File: config.mk
export PLATFORM = sky130hd
export DESIGN_NAME = pfc_config
export DESIGN_NICKNAME = d
export VERILOG_FILES = /design/src/include/pfc_pkg.sv /design/src/rtl/pfc_bar_map.sv /design/src/rtl/pfc_config.sv
export SDC_FILE = /design/constraint.sdc
export NUM_CORES = 2
export LEC_CHECK = 0
export BUFFER_PORTS_ARGS = -buffer_cell sky130_fd_sc_hd__buf_2
export CORE_MARGIN = 10
export CORE_UTILIZATION = 50
export CTS_BUF_LIST = sky130_fd_sc_hd__clkbuf_2
export DETAILED_ROUTE_END_ITERATION = 8
export PLACE_DENSITY = 0.74
export SLEW_MARGIN = 10
export SYNTH_ARGS = -nofsm -noshare
export SYNTH_HDL_FRONTEND = slang
export SYNTH_HIERARCHICAL = 1
export SYNTH_SLANG_ARGS = --single-unit
File: constraint.sdc
create_clock -name clock -period 31.9 [get_ports clock]
set_input_delay 4.785 -clock clock [delete_from_list [all_inputs] [get_ports clock]]
set_output_delay 4.785 -clock clock [all_outputs]
set_load 0.03 [all_outputs]
File: src/include/pfc_pkg.sv
/*
  Shared constants and types of the function capability configuration block:
  register offsets, field positions, reset values, capability encodings.
  Assumes a 32-bit Avalon-MM register bus with byte addresses.
*/
package pfc_pkg;

  // Limits of the function and channel scheme
  localparam int PF_MAX   = 4;
  localparam int CHAN_MAX = 256;
  localparam int VF_MAX   = 256;
  localparam int TBL_MAX  = 1023;

  // Reset values
  localparam logic [8:0] PF_CHAN_RST = 9'h004;
  localparam logic [8:0] VF_CNT_RST  = 9'h000;
  localparam logic [8:0] VF_CHAN_RST = 9'h000;
  localparam logic [9:0] PF_TBL_RST  = 10'h00f;
  localparam logic [9:0] VF_TBL_RST  = 10'h000;

  // Register byte offsets
  localparam logic [13:0] OFF_CTRL    = 14'h0000;
  localparam logic [13:0] OFF_STATUS  = 14'h0004;
  localparam logic [13:0] OFF_MSIX_PF = 14'h0008;
  localparam logic [13:0] OFF_MSIX_VF = 14'h000c;
  localparam logic [13:0] OFF_FUNC    = 14'h0010;
  localparam logic [13:0] OFF_BAR     = 14'h0020;
  localparam logic [13:0] OFF_CFG     = 14'h1000;

  // Control fields
  localparam int CTRL_MODE_LSB = 0;
  localparam int CTRL_MULTI    = 3;
  localparam int CTRL_PF_LSB   = 4;
  localparam int CTRL_SRIOV    = 6;
  localparam int CTRL_LOCK     = 7;

  // Status fields
  localparam int ST_TOTAL_LSB = 0;
  localparam int ST_PF_LSB    = 12;
  localparam int ST_PF_MSIX   = 16;
  localparam int ST_VF_LSB    = 20;

  // Per-function fields
  localparam int FN_VFCNT_LSB = 0;
  localparam int FN_PFCH_LSB  = 9;
  localparam int FN_VFCH_LSB  = 18;

  // Per-function BAR fields
  localparam int BR_REQ_LSB   = 0;
  localparam int BR_ROM       = 6;
  localparam int BR_USER_LSB  = 8;

  // Configuration space byte offsets
  localparam logic [7:0] CFG_BAR0    = 8'h10;
  localparam logic [7:0] CFG_BAR5    = 8'h24;
  localparam logic [7:0] CFG_ROM     = 8'h30;
  localparam logic [7:0] CFG_MSIX    = 8'hb0;
  localparam logic [7:0] CFG_VF_MSIX = 8'hc0;

  // Interrupt table capability constants
  localparam logic [7:0]  MSIX_CAP_ID    = 8'h11;
  localparam logic [31:0] MSIX_TABLE_OFF = 32'h00020000;
  localparam logic [31:0] MSIX_PBA_OFF   = 32'h00030000;
  localparam logic [2:0]  MSIX_TBL_BIR   = 3'h0;
  localparam logic [2:0]  MSIX_PBA_BIR   = 3'h0;

  // BAR types and windows
  localparam logic [1:0]  BAR_OFF       = 2'h0;
  localparam logic [1:0]  BAR_PREF64    = 2'h1;
  localparam logic [1:0]  BAR_MEM64     = 2'h2;
  localparam logic [31:0] BAR_CODE_PREF = 32'h0000000c;
  localparam logic [31:0] BAR_CODE_MEM  = 32'h00000004;
  localparam logic [5:0]  DMA_WIN_BITS  = 6'h16;
  localparam int          WIN2_BITS_RST = 22;
  localparam int          USER_BITS_RST = 20;

  // User modes
  typedef enum logic [2:0] {
    multichannel_dma_mode,
    burst_master_mode,
    burst_slave_mode,
    master_slave_mode,
    master_plus_dma_mode,
    master_slave_dma_mode
  } pfc_mode_t;

  // Whole state of the register bank
  typedef struct packed {
    logic                    ack;
    logic [31:0]             rdata;
    pfc_mode_t               mode;
    logic                    multi;
    logic [1:0]              pf_last;
    logic                    sriov;
    logic                    lock;
    logic [9:0]              pf_tbl;
    logic [9:0]              vf_tbl;
    logic [PF_MAX-1:0][8:0]  vf_cnt;
    logic [PF_MAX-1:0][8:0]  pf_ch;
    logic [PF_MAX-1:0][8:0]  vf_ch;
    logic [PF_MAX-1:0][5:0]  bar_req;
    logic [PF_MAX-1:0]       rom_en;
    logic [8:0]              total;
  } pfc_state_t;

  // Modes that carry the DMA engine
  function automatic logic pfc_dma_mode(input pfc_mode_t m);
    return (m == multichannel_dma_mode) || (m == master_plus_dma_mode) ||
           (m == master_slave_dma_mode);
  endfunction : pfc_dma_mode

endpackage : pfc_pkg

File: src/rtl/pfc_bar_map.sv
/*
  Resolves the effective type and window size of the even BARs of one
  physical function from the user mode and the requested types.
  Assumes requests come from registers; purely combinational.
*/
`timescale 1ns/1ps
`default_nettype none

module pfc_bar_map
  import pfc_pkg::*;
#(
  parameter int WIN2_BITS = WIN2_BITS_RST,
  parameter int USER_BITS = USER_BITS_RST
) (
  // Mode and requests
  input  wire logic [2:0]  mode,
  input  wire logic [5:0]  req,
  // Resolved BARs 0, 2, 4
  output logic [5:0]       eff_type,
  output logic [17:0]      win_bits,
  output logic [5:0]       user_avail
);

  pfc_mode_t m;          // Mode as enum
  logic      dma;        // DMA engine present

  assign m   = pfc_mode_t'(mode);
  assign dma = pfc_dma_mode(m);

  // Per-BAR resolution
  always_comb begin
    user_avail = 6'h00;
    for (int i = 0; i < 3; i++) begin
      // Illegal request code reads as disabled
      eff_type[2*i +: 2] = (req[2*i +: 2] == 2'h3) ? BAR_OFF : req[2*i +: 2];
      win_bits[6*i +: 6] = 6'(USER_BITS);
      user_avail[2*i]    = 1'b1;
    end
    // Engine registers own BAR0 when DMA is present
    if (dma) begin
      eff_type[1:0]  = BAR_PREF64;
      win_bits[5:0]  = DMA_WIN_BITS;
      user_avail[0]  = 1'b0;
    end
    // Pure DMA mode reserves BAR2 and drops BAR4
    if (m == multichannel_dma_mode) begin
      eff_type[3:2]  = BAR_PREF64;
      win_bits[11:6] = 6'(WIN2_BITS);
      eff_type[5:4]  = BAR_OFF;
      user_avail[2]  = 1'b0;
      user_avail[4]  = 1'b0;
    end
  end

endmodule : pfc_bar_map

`default_nettype wire

File: src/rtl/pfc_config.sv
/*
  Function capability and BAR configuration bank: function counts, DMA
  channel budget, interrupt table capability and a read-only view of each
  physical function's configuration space, all over Avalon-MM.
  Assumes one clock, a master that holds requests until waitrequest is low.
*/
// The Avalon-MM interface to the registers and the register offsets are this design's own decisions.
`timescale 1ns/1ps
`default_nettype none

module pfc_config
  import pfc_pkg::*;
#(
  // Physical functions built; the control field can only name these
  parameter int NUM_PF     = PF_MAX,
  // Channel budget shared by every function
  parameter int CHAN_LIMIT = CHAN_MAX,
  // Window widths of the BARs, in address bits
  parameter int WIN2_BITS  = WIN2_BITS_RST,
  parameter int USER_BITS  = USER_BITS_RST
) (
  // Clock and reset
  input  wire logic        clock,
  input  wire logic        rst_b,
  // Avalon-MM register slave
  input  wire logic [13:0] avs_address,
  input  wire logic        avs_read,
  input  wire logic        avs_write,
  input  wire logic [31:0] avs_writedata,
  input  wire logic [3:0]  avs_byteenable,
  output logic [31:0]      avs_readdata,
  output logic             avs_waitrequest,
  // Resolved configuration
  output logic [2:0]       pf_count,
  output logic [8:0]       channel_total,
  output logic             config_locked
);

  // Refuse settings the logic cannot serve
  // Windows under 4 KB cannot be decoded; past 63 bits no base is left
  // The PF count field is two bits wide, hence four at most
  if (NUM_PF < 1 || NUM_PF > PF_MAX || CHAN_LIMIT < 1 || CHAN_LIMIT > CHAN_MAX ||
      WIN2_BITS < 12 || WIN2_BITS > 63 || USER_BITS < 12 || USER_BITS > 63) begin : g_bad
    $error("pfc_config: parameter out of range");
  end

  // Bank state and the working values of the current request
  pfc_state_t               s;          // Registered state
  pfc_state_t               next_s;     // Next state
  pfc_state_t               cand;       // Candidate after a write
  logic [PF_MAX-1:0][5:0]   eff_type;   // Resolved even BAR types
  logic [PF_MAX-1:0][17:0]  win_bits;   // Resolved window widths
  logic [PF_MAX-1:0][5:0]   user_avail; // BARs left to the user
  logic [31:0]              rd;         // Read value at address
  logic [31:0]              mask;       // Byte-lane mask
  logic [31:0]              wv;         // Merged write value
  logic [1:0]               idx;        // Function index of address
  logic [7:0]               coff;       // Config space byte offset
  logic                     req;        // Request pending

  // One resolver per physical function
  // Built for every PF slot; slots at or past NUM_PF are never read out
  for (genvar g = 0; g < PF_MAX; g++) begin : g_bar
    pfc_bar_map #(
      .WIN2_BITS (WIN2_BITS),
      .USER_BITS (USER_BITS)
    ) u_map (
      .mode       (s.mode),
      .req        (s.bar_req[g]),
      .eff_type   (eff_type[g]),
      .win_bits   (win_bits[g]),
      .user_avail (user_avail[g])
    );
  end

  // Channels used by one function and its VFs
  // VFs draw channels only while virtualization is on
  function automatic logic [17:0] fn_chan(input pfc_state_t c, input int f);
    logic [17:0] v;
    v = {9'h000, c.pf_ch[f]};
    if (c.sriov) begin
      // Both factors widened first so 256 by 256 cannot wrap
      v = v + (18'(c.vf_cnt[f]) * 18'(c.vf_ch[f]));
    end
    return v;
  endfunction : fn_chan

  // Channel sum over all enabled functions
  // PFs past the enabled count draw nothing, whatever they hold
  function automatic logic [19:0] sum_chan(input pfc_state_t c);
    logic [19:0] t;
    logic [1:0]  last;
    t    = 20'h00000;
    last = c.multi ? c.pf_last : 2'h0;
    for (int f = 0; f < NUM_PF; f++) begin
      if (2'(f) <= last) begin
        t = t + {2'h0, fn_chan(c, f)};
      end
    end
    return t;
  endfunction : sum_chan

  // Sizing readback of one BAR word, as after all ones written
  // Odd words reuse the even BAR's type, as the upper half of the pair
  function automatic logic [31:0] bar_word(input logic [5:0] typ3, input logic [17:0] bits3,
                                           input logic [2:0] n);
    logic [63:0] m64;
    logic [1:0]  t;
    t   = typ3[2*(n/2) +: 2];
    m64 = 64'hffffffffffffffff << bits3[6*(n/2) +: 6];
    if (t == BAR_OFF) begin
      return 32'h00000000;
    end else if (n[0]) begin
      return m64[63:32];
    end else begin
      return m64[31:0] | ((t == BAR_PREF64) ? BAR_CODE_PREF : BAR_CODE_MEM);
    end
  endfunction : bar_word

  // Request flag, function index and config space byte offset
  assign req  = avs_read | avs_write;
  assign idx  = avs_address[3:2];
  assign coff = {avs_address[7:2], 2'h0};

  // Read decode, shared by reads and masked writes
  // Unmapped addresses and absent functions read as zero
  always_comb begin
    logic       fn_ok;
    logic       dma;
    logic [2:0] bn;
    fn_ok = 1'b0;
    dma   = pfc_dma_mode(s.mode);
    bn    = 3'h0;
    rd    = 32'h00000000;
    if (avs_address[13:2] == OFF_CTRL[13:2]) begin
      // Control: mode, PF count, virtualization, lock
      rd[CTRL_MODE_LSB +: 3] = s.mode;
      rd[CTRL_MULTI]         = s.multi;
      rd[CTRL_PF_LSB +: 2]   = s.pf_last;
      rd[CTRL_SRIOV]         = s.sriov;
      rd[CTRL_LOCK]          = s.lock;
    end else if (avs_address[13:2] == OFF_STATUS[13:2]) begin
      // Status is derived, never written; its total is the registered s.total
      rd[ST_TOTAL_LSB +: 9] = s.total;
      rd[ST_PF_LSB +: 3]    = pf_count;
      rd[ST_PF_MSIX]        = dma;
      for (int f = 0; f < NUM_PF; f++) begin
        rd[ST_VF_LSB + f] = dma && s.sriov && (s.vf_cnt[f] != 9'h000) && (3'(f) < pf_count);
      end
    end else if (avs_address[13:2] == OFF_MSIX_PF[13:2]) begin
      rd[9:0] = s.pf_tbl;
    end else if (avs_address[13:2] == OFF_MSIX_VF[13:2]) begin
      rd[9:0] = s.vf_tbl;
    end else if (avs_address[13:4] == OFF_FUNC[13:4] && 32'(idx) < NUM_PF) begin
      rd[FN_VFCNT_LSB +: 9] = s.vf_cnt[idx];
      rd[FN_PFCH_LSB +: 9]  = s.pf_ch[idx];
      rd[FN_VFCH_LSB +: 9]  = s.vf_ch[idx];
    end else if (avs_address[13:4] == OFF_BAR[13:4] && 32'(idx) < NUM_PF) begin
      rd[BR_REQ_LSB +: 6]  = s.bar_req[idx];
      rd[BR_ROM]           = s.rom_en[idx];
      rd[BR_USER_LSB +: 6] = user_avail[idx];
    end else if (avs_address[13:12] == OFF_CFG[13:12] && avs_address[11:10] == 2'h0) begin
      // Configuration space of physical function in bits 9:8
      // BARs read back their sizing pattern; the ROM reads its enable
      fn_ok = ({1'b0, avs_address[9:8]} < pf_count);
      if (fn_ok && coff >= CFG_BAR0 && coff <= CFG_BAR5) begin
        bn = 3'((coff - CFG_BAR0) >> 2);
        rd = bar_word(eff_type[avs_address[9:8]], win_bits[avs_address[9:8]], bn);
      end else if (fn_ok && coff == CFG_ROM) begin
        rd = {31'h00000000, s.rom_en[avs_address[9:8]]};
      end else if (fn_ok && dma && coff == CFG_MSIX) begin
        // Fixed fields; only the table size is set by the bank
        rd = {5'h00, 1'b0, s.pf_tbl, 8'h00, MSIX_CAP_ID};
      end else if (fn_ok && dma && coff == CFG_MSIX + 8'h04) begin
        rd = {MSIX_TABLE_OFF[31:3], MSIX_TBL_BIR};
      end else if (fn_ok && dma && coff == CFG_MSIX + 8'h08) begin
        rd = {MSIX_PBA_OFF[31:3], MSIX_PBA_BIR};
      end else if (fn_ok && dma && s.sriov && s.vf_cnt[avs_address[9:8]] != 9'h000) begin
        // Virtual function capability copy
        if (coff == CFG_VF_MSIX) begin
          rd = {5'h00, 1'b0, s.vf_tbl, 8'h00, MSIX_CAP_ID};
        end else if (coff == CFG_VF_MSIX + 8'h04) begin
          rd = {MSIX_TABLE_OFF[31:3], MSIX_TBL_BIR};
        end else if (coff == CFG_VF_MSIX + 8'h08) begin
          rd = {MSIX_PBA_OFF[31:3], MSIX_PBA_BIR};
        end
      end
    end
  end

  // Byte-lane merge so partial writes keep other lanes
  // The merge reads through the decode, so lanes not enabled come back as they were
  always_comb begin
    for (int b = 0; b < 4; b++) begin
      mask[8*b +: 8] = {8{avs_byteenable[b]}};
    end
    wv = (rd & ~mask) | (avs_writedata & mask);
  end

  // Next-state logic
  always_comb begin
    next_s = s;
    cand   = s;
    // Writes land on the edge where waitrequest is seen low
    // Lock is sticky, so once set no write passes this gate again
    if (s.ack && avs_write && !s.lock) begin
      if (avs_address[13:2] == OFF_CTRL[13:2]) begin
        // Fields are taken together, but each is vetted on its own
        // Unknown mode codes keep the old mode
        if (wv[CTRL_MODE_LSB +: 3] <= 3'(master_slave_dma_mode)) begin
          cand.mode = pfc_mode_t'(wv[CTRL_MODE_LSB +: 3]);
        end
        cand.multi = wv[CTRL_MULTI];
        if (32'(wv[CTRL_PF_LSB +: 2]) < NUM_PF) begin
          cand.pf_last = wv[CTRL_PF_LSB +: 2];
        end
        cand.sriov = wv[CTRL_SRIOV];
        cand.lock  = wv[CTRL_LOCK];
      end else if (avs_address[13:2] == OFF_MSIX_PF[13:2]) begin
        cand.pf_tbl = wv[9:0];
      end else if (avs_address[13:2] == OFF_MSIX_VF[13:2]) begin
        cand.vf_tbl = wv[9:0];
      end else if (avs_address[13:4] == OFF_FUNC[13:4] && 32'(idx) < NUM_PF) begin
        // Counts above 256 are refused field by field
        // A refused field keeps its value; the others of the word still land
        if (32'(wv[FN_VFCNT_LSB +: 9]) <= VF_MAX) begin
          cand.vf_cnt[idx] = wv[FN_VFCNT_LSB +: 9];
        end
        if (32'(wv[FN_PFCH_LSB +: 9]) <= CHAN_MAX) begin
          cand.pf_ch[idx] = wv[FN_PFCH_LSB +: 9];
        end
        if (32'(wv[FN_VFCH_LSB +: 9]) <= CHAN_MAX) begin
          cand.vf_ch[idx] = wv[FN_VFCH_LSB +: 9];
        end
      end else if (avs_address[13:4] == OFF_BAR[13:4] && 32'(idx) < NUM_PF) begin
        // Type code 3 is kept as written but resolves to disabled
        cand.bar_req[idx] = wv[BR_REQ_LSB +: 6];
        cand.rom_en[idx]  = wv[BR_ROM];
      end
      // Configuration window and status take no writes
      // Unmapped write addresses fall through and change nothing
    end
    // Whole write dropped if it would overrun the channel budget
    // Checking the whole candidate keeps the sum exact across fields
    if (sum_chan(cand) <= 20'(CHAN_LIMIT)) begin
      next_s = cand;
    end
    // Handshake: one wait cycle, then answer
    // A request still held after the answer starts a fresh wait
    next_s.ack = req && !s.ack;
    if (req && !s.ack) begin
      next_s.rdata = rd;
    end
    // Registered total keeps the adder chain off the output pin
    next_s.total = 9'(sum_chan(s));
  end

  // State register
  // Fields with nonzero reset values are named after the clear
  // Reset holds only constants, as the async branch must
  always_ff @(posedge clock or negedge rst_b) begin
    if (!rst_b) begin
      s         <= '0;
      s.mode    <= multichannel_dma_mode;
      s.pf_tbl  <= PF_TBL_RST;
      s.vf_tbl  <= VF_TBL_RST;
      s.vf_cnt  <= {PF_MAX{VF_CNT_RST}};
      s.pf_ch   <= {PF_MAX{PF_CHAN_RST}};
      s.vf_ch   <= {PF_MAX{VF_CHAN_RST}};
      s.total   <= PF_CHAN_RST;
    end else begin
      s <= next_s;
    end
  end

  // Outputs
  // Waitrequest is combinational so each access costs one wait only
  // The PF count is derived, so it follows the control word at once
  assign avs_waitrequest = req && !s.ack;
  assign avs_readdata    = s.rdata;
  assign pf_count        = s.multi ? ({1'b0, s.pf_last} + 3'h1) : 3'h1;
  assign channel_total   = s.total;
  assign config_locked   = s.lock;

endmodule : pfc_config

`default_nettype wire

==> out/qor.csv <==
metric;value;unit
hold slack;474.6;ps
RSZ-0062 raised after global routing;false;
number of synthesized register bits;206;
GRT Util Overall;26.36;%
Port-buffer cells;92;
top-level port count;100;
Setup crit start kind;primary input;
Worst Path Max Fanout;50;
fin crit period;21690;ps
final setup violation count;0;
clk buf depth;3;
relative slew slack;17.11;%
status;finished clean;
PD cells;13.97;nW/um2
clk sinks;206;
Synth Warn #;6;
Yosys cell types;100;
DR iter-0 viols;2956;
GPL Wtd Cong;1.046;
setup bufs post-CTS;0;
gr ovfl total;0;
pre-CTS WS;9870;ps
CP required;32740;ps
Post-Syn Area;37060;um2
P&R area growth vs syn;3.453;%
Post-route DRC;0;
root buffer cell;clkbuf_2;
drt first pass iters;9;
hold buffer count at CTS;0;
worst skew pair latency;970;ps
# resized after CTS;0;
clock tree from TritonCTS;done;
share of layout cells above drive strength 1;14.85;%
Top delay family on crit path;compound AO/OA/AOI/OAI gates;
Final Skew;62.05;ps
Crit Path Class;in2reg;
Worst-Margin Slew;1243;ps
CP max stage delay;990;ps
slowest CP cell;a21oi_1;
Row Count;99;
Buf+Inv Stages, Crit Path;10;
die area;85420;um2
die span in x;292.3;um
via/cell ratio;6.021;
pin count of the biggest net entering global routing;84;
asr flop ratio synth;100.0;%
most common cell after layout, fill and taps aside;nand2_1;
Mapped Avg Cell Area;8.787;um2
commonest cells after routing, fill and taps aside;522 x nand2_1, 506 x inv_1, 389 x ha_1;
core area;73210;um2
first-pass GRT wire length;176800;um
Synth Instances;4218;
CP endpoint kind;register;
final setup margin;10210;ps
final hold violation count;0;
Fin Setup TNS;0;ps
total number of vias;31370;
max cap viols;0;
drt wl/cell;21.97;um
TritonCTS buffer count;54;
Post-synth EDFFs;0;
clock transition at the registers of the reported paths;110;ps
Fmax;46.11;MHz
peak supply drop;0.01840;mV
HPWL Detailed;90950;um
Hold Path Class;reg2reg;
antenna-violating nets left;0;
pins over their slew limit;0;
ys flop type;dfrtp_1;
vias in the first global route;30680;
die height;292.3;um
antenna violations before repair;2;
H-tree depth;2;
final worst-path cycle share;67.98;%
Initial Util;50.63;%
Total Wirelength;114400;um
leak pwr;19.37;nW
fin util;52.38;%
sequential area share after synthesis;13.94;%
crit path DAT;22530;ps
final net count;4966;
==> worst register-to-register path, delay by kind of cell, from the launching register on <==
family,cells,cell delay (ps)
DFF,1,1050
adders and majority gates,9,3400
muxes,5,2390
xor gates and xnor gates,2,320
buffers and inverters,8,1860
AOI/OAI and AO/OA,21,5500
and+or+nand+nor,15,3390
==> report_power, final <==
part / switching [mW] / internal [mW] / total, mW
Clock: 0.122 / 0.0708 / 0.192
Sequential: 0.00102 / 0.262 / 0.263
Combinational: 0.0578 / 0.0225 / 0.0804
Total: 0.180 / 0.355 / 0.535
==> Yosys cell counts, types with 13 or more instances <==
master	n	share of area (%)
o31ai_1	20	0.41
mux2i_1	87	2.3
o21ai_0	146	2.0
xnor2_1	151	3.6
a31oi_1	23	0.39
mux4_2	54	3.3
a211oi_1	17	0.34
xor2_1	43	1.0
fa_1	314	17
o21bai_1	29	0.59
a21o_1	45	0.91
nand2_1	522	5.3
a22oi_1	19	0.38
and3_1	24	0.41
buf_2	31	0.42
and2_1	140	2.4
clkbuf_1	89	0.90
or3_1	17	0.29
a21boi_0	18	0.36
o21a_1	19	0.38
nor4_1	15	0.25
nor2_1	271	2.7
ha_1	389	13
inv_1	506	5.1
dfrtp_1	197	13
nand3_1	29	0.39
nor3b_1	13	0.26
mux2_2	260	7.9
a21oi_1	202	2.7
nor2b_1	30	0.51
buf_1	25	0.25
nor3_1	58	0.78
buf_4	128	2.6
mux2_4	16	0.65
nand2b_1	30	0.51
==> layout make-up <==
type	count	area [um2]
Antenna cell	2	5.005
Clock buffer	72	360.3
Fill cell	6850	34860
Inverter	513	1926
Multi-Input combinational cell	3290	28690
Sequential cell	206	5167
Timing Repair Buffer	144	865.8
Tap cell	959	1200
Clock inverter	24	130.1
==> cells by family after synthesis <==
| family | Yosys count | share of synthesized area, % |
|---|---|---|
| AO/OA/AOI/OAI | 679 | 11.91 |
| XOR/XNOR | 194 | 4.584 |
| adder cells (fa/ha/maj) | 706 | 30.18 |
| buffers and inverters | 790 | 9.517 |
| flip-flops | 206 | 13.94 |
| multiplexers | 421 | 14.30 |
| other | 8 | 0.08102 |
| AND/OR/NAND/NOR | 1214 | 15.49 |
==> worst paths after layout <==
check	start	endpoint	cells after the start	slack, ps
setup / recovery	avs_address[4]	s[129]	60	10210
hold / removal	avs_readdata[5]	avs_readdata[5]	2	470
hold reg to reg	avs_readdata[5]	avs_readdata[5]	2	470
setup reg to reg	s[171]	s[129]	60	13880
min in group asynchronous	rst_b	avs_readdata[29]	1	3790
max in group asynchronous	rst_b	s[170]	2	26700
==> per-layer routing <==
metal | GRT usage, % | wire, um | part of all wire [%] | vias up
li1 | - | - | - | 14100
met2 | 40.26 | 49660 | 43 | 1526
met4 | 16.69 | 8308 | 7.3 | 0
met3 | 5.666 | 11420 | 10 | 383
met1 | 33.66 | 45070 | 39 | 15360
met5 | 0 | 0 | 0 | -
==> stage by stage <==
| step | cell area, um2 | total power [mW] | cells |
|---|---|---|---|
| global placement | 37850 | 0.3444 | 5112 |
| floorplan | 37320 | 0.3196 | 4286 |
| global route | 38340 | 0.5525 | 5210 |
| detailed placement | 37850 | 0.3447 | 5112 |
| finish | 38340 | 0.5355 | 5210 |
| CTS | 38340 | 0.5350 | 5208 |
(Power assumes the default switching activity.)
